File: src/verilog/lgc_pkg.sv
// Package for the configurable logic cell: register offsets, field positions,
// reset values, function codes and the register port carrier.
// Assumes an 8-bit register port with word-sized registers at small offsets.
package lgc_pkg;

    // Register port geometry
    localparam int ADDR_W = 4;
    localparam int DATA_W = 8;

    // Register offsets
    localparam logic [3:0] OFS_CONTROL  = 4'h0;
    localparam logic [3:0] OFS_POLARITY = 4'h1;
    localparam logic [3:0] OFS_SEL_ONE  = 4'h2;
    localparam logic [3:0] OFS_SEL_FOUR = 4'h5;
    localparam logic [3:0] OFS_GLS_ONE  = 4'h6;
    localparam logic [3:0] OFS_GLS_FOUR = 4'h9;
    localparam logic [3:0] OFS_STATUS   = 4'hA;

    // Control field positions
    localparam int CTL_ENABLE   = 7;
    localparam int CTL_READBACK = 5;
    localparam int CTL_RISE_IE  = 4;
    localparam int CTL_FALL_IE  = 3;
    localparam int CTL_MODE_LSB = 0;
    localparam int CTL_MODE_W   = 3;

    // Polarity field positions and status flag position
    localparam int POL_RESULT   = 7;
    localparam int STAT_FLAG    = 0;

    // Source select width and reset values
    localparam int SRC_W        = 6;
    localparam logic [7:0] CONTROL_RESET = 8'h00;
    localparam logic       RESULT_INV_RESET = 1'b0;

    // Logic function codes
    typedef enum logic [2:0] {
        MODE_AND_OR   = 3'h0,
        MODE_OR_XOR   = 3'h1,
        MODE_AND4     = 3'h2,
        MODE_SR_LATCH = 3'h3,
        MODE_DFF_SR   = 3'h4,
        MODE_DFF_R    = 3'h5,
        MODE_JK_R     = 3'h6,
        MODE_LATCH_SR = 3'h7
    } lgc_mode_type;

    // One register access from software
    typedef struct packed {
        logic [3:0] addr;
        logic [7:0] wdata;
        logic       wr;
        logic       rd;
    } lgc_bus_req_type;

endpackage

File: src/verilog/lgc_cell.sv
// Configurable logic cell: source select, four gates, logic function,
// output polarity and edge flag, set up over a plain register port.
// Assumes sources are synchronous to clk; sequential functions act on clk edges.
//
// Notes on behaviour
// - rise enable sets flag on rising output
// - fall enable sets flag on falling output
// - code 101 is two-input D flop
// - code 100 is D flop, set, reset
// - result invert bit, clears on reset
// - four gate invert bits, kept over reset
// - six-bit source codes, top bits zero
// - bit pairs route inputs into gates
// - unrouted input ignored by gate
// - inverted route feeds complement independently
// - codes 0-39 defined, above reserved
// - gates AND routed inputs, else constant
// - reset clears control, result invert and flag, keeps selects, routes and gate inverts
`timescale 1ns/10ps
module lgc_cell
    import lgc_pkg::*;
#(
    parameter int NUM_SRC = 40
) (
    input  wire logic              clk,
    input  wire logic              rst,
    input  wire lgc_bus_req_type   bus_req,
    output logic [DATA_W-1:0]      rdata,
    input  wire logic [NUM_SRC-1:0] src_in,
    output logic                   cell_result,
    output logic                   cell_irq_flag
);

    // Configuration, not reset
    logic [SRC_W-1:0] input_source_q [4];
    logic [SRC_W-1:0] input_source_d [4];
    logic [7:0]       gate_route_q   [4];
    logic [7:0]       gate_route_d   [4];
    logic [3:0]       gate_invert_q;
    logic [3:0]       gate_invert_d;

    // Reset state
    logic [7:0]  cell_control_q;
    logic [7:0]  cell_control_d;
    logic        result_invert_q;
    logic        result_invert_d;
    logic        state_q;
    logic        state_d;
    logic        gate_one_prev_q;
    logic        result_q;
    logic        result_d;
    logic        result_prev_q;
    logic        flag_q;
    logic        flag_d;
    logic [7:0]  rdata_q;
    logic [7:0]  rdata_d;

    logic [3:0]   selected;
    logic [3:0]   gate;
    logic         func;
    logic         clk_rise;
    logic         out_rise;
    logic         out_fall;
    lgc_mode_type mode;

    assign mode     = lgc_mode_type'(cell_control_q[CTL_MODE_LSB +: CTL_MODE_W]);
    assign clk_rise = gate[0] & ~gate_one_prev_q;
    assign out_rise = result_q & ~result_prev_q;
    assign out_fall = ~result_q & result_prev_q;

    // Source multiplexers; reserved codes read low
    always_comb begin
        for (int i = 0; i < 4; i++) begin
            if (int'(input_source_q[i]) < NUM_SRC) begin
                selected[i] = src_in[input_source_q[i]];
            end else begin
                selected[i] = 1'b0;
            end
        end
    end

    // Four identical gates
    for (genvar g = 0; g < 4; g++) begin : gen_gate
        lgc_gate u_gate (
            .data     (selected),
            .route    (gate_route_q[g]),
            .invert   (gate_invert_q[g]),
            .gate_out (gate[g])
        );
    end

    // Configuration writes; these survive rst on purpose
    always_comb begin
        input_source_d = input_source_q;
        gate_route_d   = gate_route_q;
        gate_invert_d  = gate_invert_q;
        if (bus_req.wr) begin
            for (int i = 0; i < 4; i++) begin
                if (bus_req.addr == OFS_SEL_ONE + 4'(i)) begin
                    input_source_d[i] = bus_req.wdata[SRC_W-1:0];
                end
                if (bus_req.addr == OFS_GLS_ONE + 4'(i)) begin
                    gate_route_d[i] = bus_req.wdata;
                end
            end
            if (bus_req.addr == OFS_POLARITY) begin
                gate_invert_d = bus_req.wdata[3:0];
            end
        end
    end

    always_ff @(posedge clk) begin
        input_source_q <= input_source_d;
        gate_route_q   <= gate_route_d;
        gate_invert_q  <= gate_invert_d;
    end

    // Logic function; flop modes step on a rising gate one
    always_comb begin
        state_d = state_q;
        func    = 1'b0;
        case (mode)
            MODE_AND_OR: begin
                func = (gate[0] & gate[1]) | (gate[2] & gate[3]);
            end
            MODE_OR_XOR: begin
                func = (gate[0] | gate[1]) ^ (gate[2] | gate[3]);
            end
            MODE_AND4: begin
                func = &gate;
            end
            MODE_SR_LATCH: begin
                if (gate[0] | gate[1]) begin
                    state_d = 1'b1;
                end else if (gate[2] | gate[3]) begin
                    state_d = 1'b0;
                end
                func = state_d;
            end
            MODE_DFF_SR: begin
                if (gate[3]) begin
                    state_d = 1'b1;
                end else if (gate[2]) begin
                    state_d = 1'b0;
                end else if (clk_rise) begin
                    state_d = gate[1];
                end
                func = state_d;
            end
            MODE_DFF_R: begin
                // data is gate two xor four
                if (gate[2]) begin
                    state_d = 1'b0;
                end else if (clk_rise) begin
                    state_d = gate[1] ^ gate[3];
                end
                func = state_d;
            end
            MODE_JK_R: begin
                if (gate[2]) begin
                    state_d = 1'b0;
                end else if (clk_rise) begin
                    case ({gate[1], gate[3]})
                        2'b10:   state_d = 1'b1;
                        2'b01:   state_d = 1'b0;
                        2'b11:   state_d = ~state_q;
                        default: state_d = state_q;
                    endcase
                end
                func = state_d;
            end
            MODE_LATCH_SR: begin
                if (gate[3]) begin
                    state_d = 1'b1;
                end else if (gate[2]) begin
                    state_d = 1'b0;
                end else if (gate[0]) begin
                    state_d = gate[1];
                end
                func = state_d;
            end
            default: begin
                func = 1'b0;
            end
        endcase
    end

    // Control, output and flag; a polarity flip while enabled is an edge too
    always_comb begin
        cell_control_d  = cell_control_q;
        result_invert_d = result_invert_q;
        flag_d          = flag_q;
        if (bus_req.wr && bus_req.addr == OFS_CONTROL) begin
            cell_control_d = bus_req.wdata & 8'h9F;  // Readback and bit 6 not writable
        end
        if (bus_req.wr && bus_req.addr == OFS_POLARITY) begin
            result_invert_d = bus_req.wdata[POL_RESULT];
        end
        result_d = cell_control_q[CTL_ENABLE] ? (func ^ result_invert_q) : 1'b0;
        if (bus_req.wr && bus_req.addr == OFS_STATUS && !bus_req.wdata[STAT_FLAG]) begin
            flag_d = 1'b0;
        end
        if ((out_rise && cell_control_q[CTL_RISE_IE]) || (out_fall && cell_control_q[CTL_FALL_IE])) begin
            flag_d = 1'b1;
        end
    end

    always_ff @(posedge clk) begin
        if (rst) begin
            cell_control_q  <= CONTROL_RESET;
            result_invert_q <= RESULT_INV_RESET;
            state_q         <= 1'b0;
            gate_one_prev_q <= 1'b0;
            result_q        <= 1'b0;
            result_prev_q   <= 1'b0;
            flag_q          <= 1'b0;
        end else begin
            cell_control_q  <= cell_control_d;
            result_invert_q <= result_invert_d;
            state_q         <= state_d;
            gate_one_prev_q <= gate[0];
            result_q        <= result_d;
            result_prev_q   <= result_q;
            flag_q          <= flag_d;
        end
    end

    // Read data, one cycle after the strobe, zero elsewhere
    always_comb begin
        rdata_d = 8'h00;
        if (bus_req.rd) begin
            if (bus_req.addr == OFS_CONTROL) begin
                rdata_d = cell_control_q;
                rdata_d[CTL_READBACK] = result_q;
            end else if (bus_req.addr == OFS_POLARITY) begin
                rdata_d = {result_invert_q, 3'b000, gate_invert_q};
            end else if (bus_req.addr >= OFS_SEL_ONE && bus_req.addr <= OFS_SEL_FOUR) begin
                rdata_d = {2'b00, input_source_q[2'(bus_req.addr - OFS_SEL_ONE)]};
            end else if (bus_req.addr >= OFS_GLS_ONE && bus_req.addr <= OFS_GLS_FOUR) begin
                rdata_d = gate_route_q[2'(bus_req.addr - OFS_GLS_ONE)];
            end else if (bus_req.addr == OFS_STATUS) begin
                rdata_d = {7'h00, flag_q};
            end
        end
    end

    always_ff @(posedge clk) begin
        if (rst) begin
            rdata_q <= 8'h00;
        end else begin
            rdata_q <= rdata_d;
        end
    end

    assign rdata         = rdata_q;
    assign cell_result   = result_q;
    assign cell_irq_flag = flag_q;
endmodule

File: src/verilog/lgc_gate.sv
// One data gate: routes the four selected inputs true or inverted into an AND.
// Assumes the selected inputs are already synchronous to the register clock.
`timescale 1ns/10ps
module lgc_gate (
    input  wire logic [3:0] data,
    input  wire logic [7:0] route,
    input  wire logic       invert,
    output logic            gate_out
);

    logic term;
    logic hit;

    // Pair i: upper bit routes true, lower bit routes inverted
    always_comb begin
        term = 1'b1;
        hit  = 1'b0;
        for (int i = 0; i < 4; i++) begin
            if (route[2*i+1]) begin
                term = term & data[i];
                hit  = 1'b1;
            end
            if (route[2*i]) begin
                term = term & ~data[i];
                hit  = 1'b1;
            end
        end
        gate_out = (hit & term) ^ invert;
    end

endmodule

File: config.mk
export PLATFORM = sky130hd
export DESIGN_NAME = lgc_cell
export DESIGN_NICKNAME = d
export VERILOG_FILES = /design/src/verilog/lgc_pkg.sv /design/src/verilog/lgc_cell.sv /design/src/verilog/lgc_gate.sv
export SDC_FILE = /design/constraint.sdc
export NUM_CORES = 1
export LEC_CHECK = 0
export BUFFER_PORTS_ARGS = -buffer_cell sky130_fd_sc_hd__buf_4
export CORE_UTILIZATION = 45
export DETAILED_ROUTE_END_ITERATION = 10
export PLACE_DENSITY_LB_ADDON = 0.12
export SETUP_SLACK_MARGIN = 0.05
export SLEW_MARGIN = 20
export SYNTH_ARGS = -nofsm -noshare
export SYNTH_HDL_FRONTEND = slang
export SYNTH_SLANG_ARGS = --single-unit
File: constraint.sdc
create_clock -name clk -period 9.1 [get_ports clk]
set_clock_uncertainty 0.05 [all_clocks]
set_input_delay 1.82 -clock clk [delete_from_list [all_inputs] [get_ports clk]]
set_output_delay 1.82 -clock clk [all_outputs]
set_load 0.01 [all_outputs]
== Word level (Yosys, flattened, before mapping) ==
Index checks and enable logic that the tools add are counted.
Storage, ports and cells
  register bits: 80
  input bits: 56
  output and inout port bits: 10
  word-level logic and storage cells: 244
Operators by class
  $add $sub $neg: 2
  $lt $le $gt $ge: 14
  eq/ne operators: 20
  muxes and demuxes: 104
  bitwise gates (word level): 59
  reduce and logical (&&, ||, !) cells: 27
Operators by type and width (count)
  $mux 1: 87
  $mux 8: 6
  $and 1x1->1: 37
  $lt 6x7->1 const B: 4
  $bmux 1 s6: 4
  $lt 6x6->1 const B: 4
  $reduce_and 2->1: 9
  $bmux 8 s2: 1
  $eq 4x3->1 const B: 4
  $bmux 6 s2: 1
  $eq 3x3->1 const B: 4
  $eq 4x4->1 const B: 3
  $mux 6: 2
  $not 1->1: 10
  $eq 4x2->1 const B: 2
  $logic_and 1x1->1: 8
  $pmux 1 s8: 1
  $xor 1x1->1: 7
  $eq 3x2->1 const B: 2
  $ge 3x3->1 const B: 2
  $not 2->3: 2
  $pmux 1 s5: 1
  $reduce_bool 5->1: 1
  $reduce_or 5->1: 1
  18 further kinds: 23

== Logic depth before layout (Yosys ltp) ==
Gate-level depths: netlist of run 1.
  depth in word-level cells: 26
  mapped depth: 15
  mapped depth without buffers: 12

== Hierarchy ==
Synthesis of run 1 repeated with hierarchy kept, for this count alone.
Second synthesis, totals
  cell total of the unflattened synthesis: 382
  area, all modules: 4977.3 µm²
Modules (own cells, without submodules)
  lgc_cell: instances 1, cells each 346, area each 4657.0 µm², sequential area each 2202.1 µm²
  lgc_gate: instances 4, cells each 9, area each 80.1 µm², sequential area each 0.0 µm²

== Worst setup path after synthesis of run 1 ==
No wires, ideal clock.
  kind: input -> register
  start point: input src_in[39]
  end point: register result_q, in the netlist cell_result
  library setup time: 72 ps
  arrival: 4630 ps
  required time: 8978 ps
  path slack: 4349 ps
  cell stages on the path: 12
  buffers on the path: 0
  path through: mux4_2 > mux2i_1 > nor4b_1 > o31ai_2 > mux2i_1 > inv_1 > or4_4 > a21oi_2 > a32oi_1 > o221a_1 > a311oi_2 > mux2i_1
Between the ends
  word-level cells in the longest chain between the ends: 26
  elaborated cells between the ends (all ways): 111
  classes of those cells: eq/ne (3); mux (58); bitwise (49); reduce/logical (1)
Ends and longest elaborated chain
  from (decl): RTL line lgc_cell.sv:29  | input wire logic [NUM_SRC-1:0] src_in,
  $bmux 1 s6: RTL line lgc_cell.sv:75  | selected[i] = src_in[input_source_q[i]];
  $mux 1 (not written as such): RTL line lgc_cell.sv:75
  $mux 1: RTL line lgc_cell.sv:74  | if (int'(input_source_q[i]) < NUM_SRC) begin
  $mux 1 / $not 1->1 (equally long branches): RTL line lgc_gate.sv:19, lgc_gate.sv:24
  $and 1x1->1: RTL line lgc_gate.sv:24  | term = term & ~data[i];
  $mux 1: RTL line lgc_gate.sv:23  | if (route[2*i]) begin
  $and 1x1->1: RTL line lgc_gate.sv:20  | term = term & data[i];
  $mux 1: RTL line lgc_gate.sv:19  | if (route[2*i+1]) begin
  (+10 left out)
  $and 1x1->1: RTL line lgc_gate.sv:28  | gate_out = (hit & term) ^ invert;
  $xor 1x1->1: RTL line lgc_gate.sv:28
  $eq 2x2->1 (tied with other cells): RTL line lgc_cell.sv:163  | case ({gate[1], gate[3]})
  $pmux 1 s3 / $mux 1 (equally long branches): RTL line lgc_cell.sv:163, lgc_cell.sv:145
  $mux 1 (on tied branches): RTL line lgc_cell.sv:162, lgc_cell.sv:143
  $mux 1 (on tied branches): RTL line lgc_cell.sv:160, lgc_cell.sv:141
  $pmux 1 s8 *: RTL line lgc_cell.sv:122  | case (mode)
  $xor 1x1->1 *: RTL line lgc_cell.sv:199  | result_d = cell_control_q[CTL_ENABLE] ? (func ^ result_invert_q) : 1'b0;
  to (signal assigned): RTL line lgc_cell.sv:222  | result_q <= result_d;
  to (decl): RTL line lgc_cell.sv:50  | logic result_q;
Every way passes the cells marked *; elsewhere a longest branch is shown, timed or not. The select of a mux whose other input is x is not followed.
A chain may end at the register's enable or synchronous reset.

== Final worst setup path of run 1 ==
Ends and elaborated chain as after synthesis.

==> impl_metrics.tcl, run 1 <==
set metrics [dict create \
    run_status "complete, but fails checks" \
    violations "DRC" \
    critical_path.most_common_cell "mux2i_1" \
    crit_family "compound AO/OA/AOI/OAI gates" \
    ys_async_sr_fraction_pct 0 \
    power.internal_mw 0.701 \
    worst-path-stages 13 \
    finalNetCount 562 \
    dp_hpwl_um 11900 \
    finalHoldViolCount 0 \
    peakVddDrop_mv 0.120 \
    core_um2 11500 \
    seqPwrFrac_pct 45.0 \
    critPathRequiredTime_ps 9320 \
    n_fill_cell 1002 \
    drt-pass1-iter-count 10 \
    seq_area_frac_synth_pct 41.2 \
    ant_nets 0 \
    clk_latency_ps 340 \
    comb_power_share_pct 13.1 \
    setup_violations 0 \
    grt_use_met3_pct 5.30 \
    layout_commonest_cell "buf_4" \
    synth_xor_area_share_pct 0.468 \
    drt_iter0_drc 406 \
    antenna-diode-count 0 \
    drt-total-wl_um 15900 \
    synth_cells 458 \
    syn-cell-area_um2 5340 \
    path_buf_inv 2 \
    yosysWarnings 0 \
    start_util_pct 46.4 \
    fin_crit_sh_pct 54.5 \
    cts_buffer_depth 2 \
    whs_ps 475 \
    antenna_found_initial 0 \
    grt_use_total_pct 26.9 \
    fp-row-count 39 \
    synth_simple_gate_area_share_pct 13.5 \
    drv_cap 0 \
    die_w_um 111 \
    clkTransAtPathRegs_ps 60 \
    final_cell_mix "buf_4 (66), mux2i_1 (60), edfxtp_1 (60)" \
    fin_crit_ps 4960 \
    final_util_pct 53.8 \
    routed_via_density 6.51 \
    port-buffer-count 65 \
    synth_cell_type_count 69 \
    preCtsSetupSlack_ps 3800 \
    met1_usage_pct 39.1 \
    holdPathStages 2 \
    design_area_um2 6200 \
    synth_top_family_by_area "multiplexers" \
    cts-hold-fix-buffers 0 \
    pwr-share-clk_pct 41.9 \
    syn_nets 514 \
    drc 15 \
    cts_made_buffers 9 \
    hold_path.class "reg -> reg" \
    slowest_stage "o31ai_2" \
    wl_per_cell_um 24.4 \
    grt_pass1_wl_um 24600 \
    endpoint_kind "flop" \
    worst_slack_ps 4140 \
    tightest_slew_ps 979 \
    p_per_area_nw_per_um2 147 \
    cts-root-buf "clkbuf_16" \
    synthAdderAreaFrac_pct 0 \
    ff2ff_path_depth 12 \
    grtUsageMet2_pct 39.8 \
    dr_total_vias 4259 \
    synth-edff-count 60 \
    cts_setup_buffers 0 \
    fin_tns_setup_ps 0 \
    rsz0062_at_grt "no" \
    synth_compound_area_share_pct 13.8 \
    place_congestion 0.945 \
    swShare_pct 23.2 \
    grt_pass1_vias 4100 \
    clkSinkCount 80 \
    placed_cell_area_um2 5880 \
    arrival_ps 5180 \
    p_sw_mw 0.211 \
    ys.flop_type "edfxtp_1" \
    die_height_um 111 \
    avgSynthCellArea_um2 11.7 \
    crit_type "in -> reg" \
    cts_tree "built" \
    gr-max-usage-layer "met2" \
    final-max-slew-violation-count 0 \
    post_cts_resized 0 \
    clock.fmax_mhz 202 \
    die_area_um2 12300 \
    critPathLaunchType "primary input" \
    area_growth_pct 16.1 \
    p_leak_nw 2.28 \
    slowest_delay_ps 560 \
    drive_above_1_share_pct 27.2 \
    slew_headroom_pct 34.7 \
    worstPathCellList "buf_4 -> mux4_2 -> mux2i_1 -> nor4b_1 -> o31ai_2 -> mux2i_1 -> inv_1 -> o31a_1 -> nor2_2 -> a311o_1 -> o2111ai_1 -> a311oi_2 -> mux2i_1" \
    overflow 0 \
    grt_max_degree 32 \
    synthMuxAreaShare_pct 27.4 \
    h-tree-depth 3 \
    cp_max_fo 8 \
    ys_seq_elements 80 \
    ios 66 \
]
[sequential cells by signal, indices dropped and copies added, names as in the netlist]
signal	flops
gate_one_prev_q	1
gate_route_q	32
result_prev_q	1
rdata	8
state_q	1
input_source_q	24
cell_control_q	6
gate_invert_q	4
result_invert_q	1
cell_result	1
cell_irq_flag	1
[layout make-up]
type / instances / area (um2) / share of cell area (%)
clock buffers: 14 / 285 / 4.60
well taps: 143 / 179 / 2.89
multi-input cells: 336 / 2960 / 47.7
clock inverters: 2 / 33.8 / 0.545
flip-flops and latches: 80 / 2200 / 35.5
repair buffers: 66 / 495 / 7.99
inverters: 13 / 48.8 / 0.787
[path summary, 6_finish.rpt]
| path | startpoint | endpoint | slack (ps) |
|---|---|---|---|
| worst max-delay path | src_in[39] | cell_result$_SDFF_PP0_ | 4140 |
| worst min-delay path | result_prev_q$_SDFF_PP0_ | cell_irq_flag$_SDFFE_PP0P_ | 470 |
| worst max register to register | input_source_q[6]$_DFFE_PP_ | cell_result$_SDFF_PP0_ | 4710 |
| worst min register to register | result_prev_q$_SDFF_PP0_ | cell_irq_flag$_SDFFE_PP0P_ | 470 |
[Yosys cell counts, drive strengths merged (4+ instances only)]
| library cell | number | area (um2) |
|---|---|---|
| and3 | 5 | 32.5 |
| o21bai | 4 | 30.0 |
| mux4 | 33 | 747 |
| nand3b | 9 | 67.6 |
| edfxtp | 60 | 1800 |
| and2 | 5 | 31.3 |
| mux2 | 10 | 116 |
| nor4 | 8 | 50.1 |
| a2111oi | 6 | 58.8 |
| a21oi | 18 | 93.8 |
| o2111ai | 6 | 58.8 |
| dfxtp | 20 | 400 |
| buf | 12 | 75.1 |
| o21ai | 9 | 45.0 |
| nor2b | 8 | 50.1 |
| nor2 | 35 | 134 |
| nand2 | 26 | 97.6 |
| nand3 | 23 | 115 |
| clkbuf | 17 | 63.8 |
| a211oi | 8 | 65.1 |
| inv | 13 | 48.8 |
| mux2i | 60 | 601 |
| a22oi | 10 | 75.1 |
[logic make-up (layout without fill, tap and decap cells)]
| family | count (synthesis) | in the layout |
|---|---|---|
| AND/OR/NAND/NOR | 137 | 137 |
| XOR/XNOR | 2 | 2 |
| flip-flops | 80 | 80 |
| buffers and inverters | 42 | 95 |
| AO/OA/AOI/OAI | 94 | 94 |
| multiplexers | 103 | 103 |
[power groups by stage]
stage | Clock (mW) | Combinational (mW) | Sequential [mW]
finish | 0.382 | 0.119 | 0.411
global route | 0.401 | 0.128 | 0.411
CTS | 0.386 | 0.119 | 0.410
detailed placement | 0 | 0.118 | 0.418
global placement | 0 | 0.117 | 0.418
floorplan | 0 | 0.0711 | 0.412
[stage by stage]
step	total power, mW	std cells
floorplan	0.483	458
global placement	0.535	638
detailed placement	0.536	638
CTS	0.916	654
global route	0.941	654
finish	0.912	654
[tightest hold or removal path, stage by stage (launching register included)]
cell	delay, ps
dfxtp_1	310
nand3b_1	80
a31oi_1	80
[per-layer routing]
layer  vias to the layer above  wire, um
li1                       1934         -
met1                      2087      7170
met2                       210      7100
met3                        28      1300
met4                         0       357
met5                         -         0
No activity file was read; power rests on OpenSTA's default activity.
==> inputs of run 2 (changes only) <==
ABC_AREA = 1   (was default)
clock period = 4.2 ns   (was 9.1 ns; I/O delays follow)
==> impl_metrics.tcl, run 2 <==
set metrics [dict create \
    ys.flop_type "edfxtp_1" \
    synth_top_area_share_pct 32.1 \
    ys_async_sr_fraction_pct 0 \
    critPathRequiredTime_ps 4390 \
    yosysMostFrequentCell "nand2_1" \
    tightest_slew_ps 709 \
    ys_seq_elements 80 \
    cts-root-buf "clkbuf_16" \
    cts_setup_buffers 0 \
    die_area_um2 12900 \
    design_area_um2 6530 \
    syn_nets 868 \
    synthAdderAreaFrac_pct 0 \
    drive_above_1_share_pct 14.4 \
    start_util_pct 46.5 \
    n_fill_cell 1180 \
    ios 66 \
    clkTransAtPathRegs_ps 70 \
    run_status "finished clean" \
    layout_commonest_cell "nand2_1" \
    syn-cell-area_um2 5610 \
    crit_type "reg -> reg" \
    antenna_found_initial 0 \
    largest_register "gate_route_q" \
    fin_crit_sh_pct 78.6 \
    endpoint_kind "flop" \
    synth_cell_type_count 37 \
    preCtsSetupSlack_ps 879 \
    synth_common_cells "nand2_1 (259), nand3_1 (151), inv_1 (90)" \
    post_cts_resized 0 \
    synth_simple_gate_area_share_pct 39.7 \
    drt-pass1-iter-count 6 \
    fin_crit_ps 3300 \
    clk_latency_ps 350 \
    peakVddDrop_mv 0.386 \
    fin_tns_setup_ps 0 \
    ant_nets 0 \
    slew_headroom_pct 52.6 \
    h-tree-depth 3 \
    port-buffer-count 65 \
    synth-edff-count 60 \
    clock.fmax_mhz 303 \
    die_w_um 114 \
    grt_pass1_vias 5735 \
    place_inst 1029 \
    placed_cell_area_um2 6210 \
    synth_xor_area_share_pct 0 \
    yosys.area.top_type "edfxtp_1" \
    finalHoldViolCount 0 \
    antenna-diode-count 0 \
    cts-hold-fix-buffers 0 \
    yosysWarnings 0 \
    hold_path.class "reg -> reg" \
    drt-total-wl_um 20600 \
    cts_tree "built" \
    cp_max_fo 17 \
    setup_violations 0 \
    cts_made_buffers 9 \
    drt_iter0_drc 757 \
    final_cell_mix "nand2_1 (259), nand3_1 (151), inv_1 (90)" \
    core_um2 12100 \
    drc 0 \
    die_height_um 114 \
    synthMuxAreaShare_pct 0 \
    arrival_ps 3490 \
    p_leak_nw 2.95 \
    grt_max_degree 23 \
    synth_area_leaders "edfxtp_1 (32%), nand2_1 (17%), nand3_1 (13%)" \
    synth_compound_area_share_pct 11.2 \
    fp-row-count 40 \
    area_growth_pct 16.3 \
    drv_cap 0 \
    finalNetCount 928 \
    clkSinkCount 80 \
    final-max-slew-violation-count 0 \
    synth_cells 812 \
    largest_reg_flops 32 \
    finalNonFillerCells 1045 \
    overflow 0 \
    worst_slack_ps 899 \
    rsz0062_at_grt "no" \
    cts_buffer_depth 2 \
    grt_pass1_wl_um 32100 \
    dp_hpwl_um 15700 \
    synth_top_family_by_area "simple AND/OR/NAND/NOR gates" \
    seq_area_frac_synth_pct 39.2 \
    grt_use_total_pct 33.2 \
    wl_per_cell_um 19.7 \
    p_per_area_nw_per_um2 309 \
    critPathLaunchType "flop" \
    avgSynthCellArea_um2 6.91 \
    place_congestion 0.961 \
    routed_via_density 5.82 \
    dr_total_vias 6083 \
]
run 2: cell types whose count changed in the layout (fill, tap and decap cells not counted), sizes merged, moves of 9 or more:
cell / previous run / this run
mux4: 33 / 0
o211ai: 2 / 12
inv: 13 / 102
nor2: 35 / 57
nand2: 26 / 269
nand3: 23 / 157
buf: 66 / 75
mux2: 10 / 0
o21ai: 9 / 28
o22ai: 3 / 14
mux2i: 60 / 0
run 2: cell type report:
| type | instances | area, um2 | area share (%) |
|---|---|---|---|
| clock inverter | 6 | 90.1 | 1.38 |
| sequential | 80 | 2200 | 33.7 |
| timing repair buffer | 75 | 563 | 8.62 |
| tap | 168 | 210 | 3.22 |
| inverter | 100 | 380 | 5.83 |
| clock buffer | 10 | 229 | 3.51 |
| multi-input combinational | 606 | 2850 | 43.7 |
run 2: kinds of logic after synthesis:
logic type,Yosys count
AO/OA/AOI/OAI,101
flip-flops,80
buffers and inverters,126
AND/OR/NAND/NOR,505
run 2: worst max-delay path, cell delays in order, from the launching register on:
cell and delay [ps]:
edfxtp_1 800, inv_4 230, nand2_1 110, nand3_1 70
nand3_1 200, nand3_1 100, nand2_1 80, nand2_1 60
nand3_2 80, nand2_2 100, nand2_1 80, nand2_1 50
nor2_1 190, nand2_1 110, nand2_1 70, nand2_1 110
nand3_1 120, nand2_1 70, nand2_1 80, nand2_1 80
nor2_4 100, nand2_2 70, a21oi_1 120, nor2_1 60
run 2: per-layer routing:
metal	up-vias	routed length [um]	GRT usage [%]
met1	2817	8920	46.9
met5	-	0	0
li1	2859	-	-
met3	48	2310	9.46
met2	359	8860	48.6
met4	0	504	11.6
run 2: worst paths after layout:
path                                       start                              to  slack [ps]  depth (start not counted)
setup / recovery    input_source_q[18]$_DFFE_PP_          cell_result$_SDFF_PP0_         900                         23
setup reg to reg    input_source_q[18]$_DFFE_PP_          cell_result$_SDFF_PP0_         900                         23
hold reg to reg   cell_control_q[7]$_SDFFE_PP0P_  cell_control_q[7]$_SDFFE_PP0P_         440                          2
hold / removal    cell_control_q[7]$_SDFFE_PP0P_  cell_control_q[7]$_SDFFE_PP0P_         440                          2
run 2: report_power, final:
group,internal (mW),switching [mW]
Combinational,0.0998,0.178
Clock,0.524,0.328
Sequential,0.867,0.0186
Total,1.49,0.524
run 2: per-stage QoR:
stage                     hold WS (ps)  total power [mW]  utilization, %
after detailed placement           426              1.17            51.5
after global routing               451              2.09            54.1
final                              439              2.02            54.1
after floorplan                    394              1.05               -
after global placement             411              1.17            51.5
after CTS                          436              2.02            54.1
